$ cat src/hdl/frsp_pkg.sv
package frsp_pkg;

  // ----------------------------------------------------------------
  // register map (word aligned byte addresses)
  // ----------------------------------------------------------------
  localparam logic [7:0] CTRL_ADDR   = 8'h00;
  localparam logic [7:0] ZPTR_ADDR   = 8'h04;
  localparam logic [7:0] STATUS_ADDR = 8'h08;
  localparam logic [7:0] FUSE_ADDR   = 8'h0C;

  // ----------------------------------------------------------------
  // control register fields
  // ----------------------------------------------------------------
  localparam int         CMD_W         = 7;
  localparam logic [6:0] CMD_FILL      = 7'h01;
  localparam logic [6:0] CMD_ERASE     = 7'h03;
  localparam logic [6:0] CMD_WRITE     = 7'h05;
  localparam logic [6:0] CMD_LOCK      = 7'h09;
  localparam logic [6:0] CMD_BUSYCLR   = 7'h11;
  localparam int         BUSY_BIT      = 6;
  localparam logic [7:0] CTRL_RST      = 8'h00;

  // ----------------------------------------------------------------
  // timing
  // ----------------------------------------------------------------
  localparam int         ARM_CYCLES    = 4;
  localparam int         CLK_MHZ       = 100;
  localparam int         PROG_US       = 4000;
  localparam int         PROG_CYCLES   = PROG_US * CLK_MHZ;

  // ----------------------------------------------------------------
  // reset values
  // ----------------------------------------------------------------
  localparam logic [1:0] BOOT_SIZE_FUSES_RST    = 2'h0;
  localparam logic [3:0] LOCK_RST      = 4'hF;

  typedef enum logic [3:0] {
    ST_IDLE  = 4'b0001,
    ST_FILL  = 4'b0010,
    ST_PROG  = 4'b0100,
    ST_DONE  = 4'b1000
  } frsp_state_t;

endpackage

$ cat src/hdl/frsp_ctrl.sv
// Contract
// - store-program from application section never starts programming
// - programming starts only when the instruction is fetched from boot section
// - boot-section store-program may target any flash page, boot included
// - boot-size fuses set the application/boot boundary
// - fixed concurrent-read and halting sections split the flash
// - lock bits 0 protect application, lock bits 1 protect boot
// - halting behaviour chosen by target page address, not fetch address
// - concurrent-read-section programming keeps CPU running from halting section
// - halting-section programming stalls the CPU for the whole operation
// - boot section lies entirely inside the halting section
// - busy flag reads one while concurrent-read section is blocked
// - target address is latched when programming starts
//
// Chosen here: the Wishbone slave port and the register addresses.
`timescale 1ns/100ps
module frsp_ctrl #(
  parameter int ADDR_W    = 15,                       // flash word address width
  parameter int PAGE_LSB  = 6,                        // words per page exponent
  parameter int HALT_BASE = 15'h7000,                 // first halting-section word
  parameter int PROG_CYC  = frsp_pkg::PROG_CYCLES     // erase/write duration
) (
  input  wire logic              clk,                 // system clock
  input  wire logic              nrst,                // async reset, low
  input  wire logic [7:0]        wb_adr_i,            // wishbone address
  input  wire logic [31:0]       wb_dat_i,            // wishbone write data
  output logic      [31:0]       wb_dat_o,            // wishbone read data
  input  wire logic              wb_we_i,             // write enable
  input  wire logic [3:0]        wb_sel_i,            // byte selects
  input  wire logic              wb_cyc_i,            // cycle
  input  wire logic              wb_stb_i,            // strobe
  output logic                   wb_ack_o,            // acknowledge
  output logic                   wb_err_o,            // unmapped address
  input  wire logic              spmExec,             // store-program instr pulse
  input  wire logic [ADDR_W-1:0] fetchAddr,           // address of that instr
  input  wire logic [15:0]       spmData,             // word for buffer fill
  output logic                   cpuHalt,             // stall the CPU
  output logic                   crsBlocked,          // concurrent-read section unreadable
  output logic                   flashErase,          // page erase pulse
  output logic                   flashWrite,          // page write pulse
  output logic                   bufWrite,            // buffer fill pulse
  output logic [ADDR_W-1:0]      flashAddr,           // latched target address
  output logic [15:0]            bufData,             // buffer fill data
  output logic                   spmDenied            // store-program refused pulse
);

  // ----------------------------------------------------------------
  // state
  // ----------------------------------------------------------------
  typedef struct packed {
    frsp_pkg::frsp_state_t st;
    logic [6:0]            cmd;
    logic [2:0]            arm;
    logic [ADDR_W-1:0]     zptr;
    logic [1:0]            boot_size_fuses;
    logic [3:0]            lock;
    logic                  busy;
    logic                  halting;
    logic                  isErase;
    logic [31:0]           cnt;
    logic [ADDR_W-1:0]     tgt;
    logic [15:0]           data;
    logic                  erase;
    logic                  write;
    logic                  fill;
    logic                  denied;
    logic                  ack;
    logic                  err;
    logic [31:0]           rdat;
  } frsp_regs_t;

  frsp_regs_t r_r;
  frsp_regs_t r_nxt;

  // boot section start as a word address from the size fuses
  function automatic logic [ADDR_W-1:0] bootStart(input logic [1:0] sz);
    bootStart = ADDR_W'((1 << ADDR_W) - (ADDR_W'(512) << (2'h3 - sz)));
  endfunction

  function automatic logic inHalt(input logic [ADDR_W-1:0] a);
    inHalt = (a >= ADDR_W'(HALT_BASE));
  endfunction

  wire logic              inBoot   = fetchAddr >= bootStart(r_r.boot_size_fuses);
  wire logic              bootTgt  = r_r.zptr >= bootStart(r_r.boot_size_fuses);
  wire logic              locked   = bootTgt ? r_r.lock[2] : r_r.lock[0];
  wire logic              wbReq    = wb_cyc_i && wb_stb_i && !r_r.ack && !r_r.err;
  wire logic              wbWr     = wbReq && wb_we_i && wb_sel_i[0];

  always_comb begin
    r_nxt        = r_r;
    r_nxt.erase  = 1'b0;
    r_nxt.write  = 1'b0;
    r_nxt.fill   = 1'b0;
    r_nxt.denied = 1'b0;
    r_nxt.ack    = 1'b0;
    r_nxt.err    = 1'b0;
    // ----------------------------------------------------------------
    // command arming window
    // ----------------------------------------------------------------
    if (r_r.arm != 3'h0) begin
      r_nxt.arm = r_r.arm - 3'h1;
    end
    if (r_r.arm == 3'h1) begin
      r_nxt.cmd = 7'h00;
    end
    // ----------------------------------------------------------------
    // wishbone slave
    // ----------------------------------------------------------------
    if (wbReq) begin
      r_nxt.ack = 1'b1;
      unique case (wb_adr_i)
        frsp_pkg::CTRL_ADDR: begin
          if (wbWr && r_r.st == frsp_pkg::ST_IDLE) begin
            r_nxt.cmd = wb_dat_i[6:0];
            r_nxt.arm = 3'(frsp_pkg::ARM_CYCLES);
          end
        end
        frsp_pkg::ZPTR_ADDR: begin
          if (wbWr) begin
            r_nxt.zptr = wb_dat_i[ADDR_W-1:0];
          end
        end
        frsp_pkg::STATUS_ADDR: begin
        end
        frsp_pkg::FUSE_ADDR: begin
          if (wbWr) begin
            r_nxt.boot_size_fuses = wb_dat_i[1:0];
          end
        end
        default: begin
          r_nxt.ack = 1'b0;
          r_nxt.err = 1'b1;
        end
      endcase
      r_nxt.rdat = 32'h0;
      if (wb_adr_i == frsp_pkg::CTRL_ADDR) begin
        r_nxt.rdat = {24'h0, 1'b0, r_r.busy, r_r.cmd[5:0]};
      end
      if (wb_adr_i == frsp_pkg::ZPTR_ADDR) begin
        r_nxt.rdat = 32'(r_r.zptr);
      end
      if (wb_adr_i == frsp_pkg::STATUS_ADDR) begin
        r_nxt.rdat = {24'h0, r_r.st, r_r.halting, r_r.busy, r_r.lock[2], r_r.lock[0]};
      end
      if (wb_adr_i == frsp_pkg::FUSE_ADDR) begin
        r_nxt.rdat = {30'h0, r_r.boot_size_fuses};
      end
    end
    // ----------------------------------------------------------------
    // store-program sequencing
    // ----------------------------------------------------------------
    unique case (r_r.st)
      frsp_pkg::ST_IDLE: begin
        if (spmExec && r_r.arm != 3'h0) begin
          r_nxt.arm = 3'h0;
          r_nxt.cmd = 7'h00;
          if (!inBoot) begin
            r_nxt.denied = 1'b1;
          end else if (r_r.cmd == frsp_pkg::CMD_FILL) begin
            r_nxt.fill = 1'b1;
            r_nxt.tgt  = r_r.zptr;
            r_nxt.data = spmData;
            r_nxt.st   = frsp_pkg::ST_FILL;
          end else if (r_r.cmd == frsp_pkg::CMD_BUSYCLR) begin
            r_nxt.busy = 1'b0;
          end else if (r_r.cmd == frsp_pkg::CMD_LOCK) begin
            r_nxt.lock = r_r.lock & ~r_r.zptr[3:0];
          end else if ((r_r.cmd == frsp_pkg::CMD_ERASE || r_r.cmd == frsp_pkg::CMD_WRITE)
                       && !locked) begin
            r_nxt.tgt     = {r_r.zptr[ADDR_W-1:PAGE_LSB], PAGE_LSB'(0)};
            r_nxt.isErase = (r_r.cmd == frsp_pkg::CMD_ERASE);
            r_nxt.halting = inHalt(r_r.zptr);
            r_nxt.busy    = r_r.busy | !inHalt(r_r.zptr);
            r_nxt.erase   = (r_r.cmd == frsp_pkg::CMD_ERASE);
            r_nxt.write   = (r_r.cmd == frsp_pkg::CMD_WRITE);
            r_nxt.cnt     = 32'(PROG_CYC);
            r_nxt.st      = frsp_pkg::ST_PROG;
          end else begin
            r_nxt.denied = 1'b1;
          end
        end
      end
      frsp_pkg::ST_FILL: begin
        r_nxt.st = frsp_pkg::ST_IDLE;
      end
      frsp_pkg::ST_PROG: begin
        r_nxt.cnt = r_r.cnt - 32'h1;
        if (r_r.cnt == 32'h1) begin
          r_nxt.st = frsp_pkg::ST_DONE;
        end
      end
      frsp_pkg::ST_DONE: begin
        r_nxt.halting = 1'b0;
        r_nxt.st      = frsp_pkg::ST_IDLE;
      end
    endcase
  end

  always_ff @(posedge clk or negedge nrst) begin
    if (!nrst) begin
      r_r        <= '0;
      r_r.st     <= frsp_pkg::ST_IDLE;
      r_r.boot_size_fuses <= frsp_pkg::BOOT_SIZE_FUSES_RST;
      r_r.lock   <= frsp_pkg::LOCK_RST;
    end else begin
      r_r <= r_nxt;
    end
  end

  // ----------------------------------------------------------------
  // outputs
  // ----------------------------------------------------------------
  assign wb_dat_o   = r_r.rdat;
  assign wb_ack_o   = r_r.ack;
  assign wb_err_o   = r_r.err;
  assign cpuHalt    = r_r.halting;
  assign crsBlocked = r_r.busy;
  assign flashErase = r_r.erase;
  assign flashWrite = r_r.write;
  assign bufWrite   = r_r.fill;
  assign flashAddr  = r_r.tgt;
  assign bufData    = r_r.data;
  assign spmDenied  = r_r.denied;
endmodule

$ cat config.mk
export PLATFORM = sky130hd
export DESIGN_NAME = frsp_ctrl
export DESIGN_NICKNAME = d
export VERILOG_FILES = /design/src/hdl/frsp_pkg.sv /design/src/hdl/frsp_ctrl.sv
export SDC_FILE = /design/constraint.sdc
export NUM_CORES = 1
export LEC_CHECK = 0
export BUFFER_PORTS_ARGS = -buffer_cell sky130_fd_sc_hd__buf_2
export CAP_MARGIN = 10
export CORE_MARGIN = 5
export CORE_UTILIZATION = 50
export DETAILED_ROUTE_END_ITERATION = 6
export PLACE_DENSITY = 0.77
export SLEW_MARGIN = 25
export SYNTH_ARGS = -nofsm -noshare
export SYNTH_HDL_FRONTEND = slang
export SYNTH_SLANG_ARGS = --single-unit
$ cat constraint.sdc
create_clock -name clk -period 3 [get_ports clk]
set_input_delay 0.6 -clock clk [delete_from_list [all_inputs] [get_ports clk]]
set_output_delay 0.6 -clock clk [all_outputs]
set_load 0.05 [all_outputs]
==> metrics <==
relative slew slack=0.588; initial antenna violation count=0; Reg2Reg Depth=9; DR vias=4,498; CTS hold repair buffers=0; largest net degree at the start of global routing=64; hold slack final=0.121 ns; status=complete, no violations; Area contributors post-synth=dfrtp_1 47%, buf_4 8.0%, nand2_1 5.5%, nor2_1 3.4%, ha_1 2.8%; RR Startpoint=r_r[109]$_DFFE_PN0P_; io pins=152; FF+latch count, synth=119; # DRC=0; Critical Path AT=2.94 ns; first-pass GRT wire length=22,400 um; Hold Path Class=input pin to asynchronous set/reset pin; syn avg cell area=10.4 um2; Worst Tran Pin Value=0.618 ns; CP Capture Type=register; worst skew pair latency=0.41 ns; Tot GR Track Use=0.192; Port Buf Inserts=105; Post-synth EDFFs=0; Static Leak=3.40 nW; fmax=379 MHz; vias in the first global route=4,602; die height=121 um; CTS tree=built; Synth cell types=67; Crit path required time=3.29 ns; htree depth=4; wirelength, routed=13,500 um; Pins Over Slew Limit=0; kind of critical path=register to register; ys flop type=dfrtp_1; cell row count=40; TritonRoute pass-1 iters=6; Area Overhead vs Synth=14.0%; synthesized cell area=6180 um2; root buf cell=clkbuf_16; Setup Buffers After CTS=0; Post-synth ARST share=1.00; hpwl dp=9850 um; number of buffers created by CTS=17; Avg Vias per Cell=5.30; RSZ-0062 raised after global routing=false; Setup-failing EPs final=0; setup TNS=0 ns; die area=14,700 um2; Resize count post-CTS=0; WL per Instance=15.9 um; pwr dens=551 nW/um2; CP Max Fanout=23; top cell type's share of synthesized area=0.469; layout cell share with drive strength beyond 1=0.280; fin nets=763; R2R setup slack=0.36 ns; clock skew=0.00916 ns; Clk pin slew, worst setup/hold paths=0.06 ns; final period utilization=0.880; maximum VDD drop=0.403 mV; CP Launch Type=register; Die X-Extent=121 um; total grt overflow=0; Synth Instances=597; post-synth top area cell=dfrtp_1; Fin. Hold Viols=0; antenna-violating nets left=0; synth warn=0; Starting Density=0.513; # Max-Cap Violations=0; core area=12,100 um2; Detailed Route Iter0 Violations=260; Min Clock Period, post-route=2.64 ns; sequential fraction of the synthesis area=0.482; Inserted Diodes=0; Num Clock Sinks=119; capturing point of the worst reg2reg path=flashAddr[2]$_DFFE_PN0P_; Max clock buf depth=2; GP Congestion=0.928
[placed cells by master, fill, tap and decap left out, types with 12 or more instances in the layout]
cell type	count
a21oi_1	17
clkbuf_16	17
nand3_1	16
o21ai_0	13
dfrtp_1	116
ha_1	14
mux2_1	12
a22o_1	16
conb_1	20
buf_2	104
nor2_1	56
nand2_1	91
xnor2_1	20
mux2_2	12
[worst max path at each step]
stage,slack [ns],from,endpoint
finish,0.36,r_r[109]$_DFFE_PN0P_,flashAddr[2]$_DFFE_PN0P_
global route,0.21,r_r[109]$_DFFE_PN0P_,flashAddr[8]$_DFFE_PN0P_
CTS,0.34,r_r[109]$_DFFE_PN0P_,flashAddr[9]$_DFFE_PN0P_
detailed placement,0.25,fetchAddr[9],bufData[13]$_DFFE_PN0P_
global placement,0.31,fetchAddr[9],flashAddr[4]$_DFFE_PN0P_
floorplan,0.45,wb_adr_i[1],r_r[115]$_DFFE_PN0P_
[synthesized netlist by cell type, drive strengths merged, types with 4 or more instances]
master,count
buf,79
or2,5
a21oi,17
and3,5
xor2,10
nor3,13
nor2,57
a22o,16
dfrtp,116
ha,14
xnor2,20
or4,6
nor2b,4
nand4,6
o21ai,13
mux2,24
or3,7
nand2,92
nand2b,4
nand3,17
nor4,9
clkbuf,4
mux2i,6
inv,12
[stage by stage]
step                      cell area, um2   util  total power, mW  instances  worst slack, ns
final                               7050  0.584             3.88        849            0.359
after global routing                7050  0.584             4.04        849            0.214
after CTS                           7050  0.584             3.91        849            0.343
after detailed placement            6490  0.538             2.05        817            0.246
after global placement              6490  0.538             2.02        817            0.312
after floorplan                     6250      -             1.93        616            0.449
[registers in the layout, indices dropped and copies added (netlist names)]
| register | flops |
|---|---|
| flashWrite | 1 |
| spmDenied | 1 |
| flashErase | 1 |
| bufData | 16 |
| wb_err_o | 1 |
| crsBlocked | 1 |
| flashAddr | 15 |
| wb_ack_o | 1 |
| r_r | 65 |
| bufWrite | 1 |
| wb_dat_o | 15 |
| cpuHalt | 1 |
[worst max-delay path, cell delays in order, from the launching register on]
cell and delay (ns):
dfrtp_1 0.41, nor2_1 0.18, ha_1 0.28, a21oi_1 0.15, a21oi_1 0.14, o21ai_0 0.34, or2_1 0.40, clkinv_2 0.37
nand2_1 0.19, nand2_1 0.07
[per-layer routing]
layer,wire (um),up-vias,global-route usage
met5,0,-,0
met4,319,0,0.0644
met3,651,28,0.0522
met2,7140,135,0.333
met1,5390,2232,0.230
li1,-,2103,-
[logic make-up (layout without fill, tap and decap cells)]
group                      Yosys count  after routing  synth area share
xor gates and xnor gates            30             30            0.0425
AOI/OAI and AO/OA                   64             64            0.0720
muxes                               32             32            0.0607
other                                1             20          0.000606
buffers and inverters               96            161             0.105
adders and majority gates           14             14            0.0283
DFF                                119            119             0.482
and+or+nand+nor                    241            241             0.208
[layout make-up]
class / instances / area [um2]
repair buffers: 116 / 623
clock inverters: 12 / 92.6
flip-flops and latches: 119 / 2980
fillers: 982 / 5010
clock buffers: 20 / 467
well taps: 168 / 210
multi-input cells: 401 / 2620
inverters: 13 / 50.0
[power by group]
group | internal (mW) | leakage (nW) | switching [mW]
Sequential | 1.63 | 1.47 | 0.0180
Clock | 1.13 | 0.254 | 0.737
Combinational | 0.113 | 1.68 | 0.256
Power figures use the tool's default switching activity.
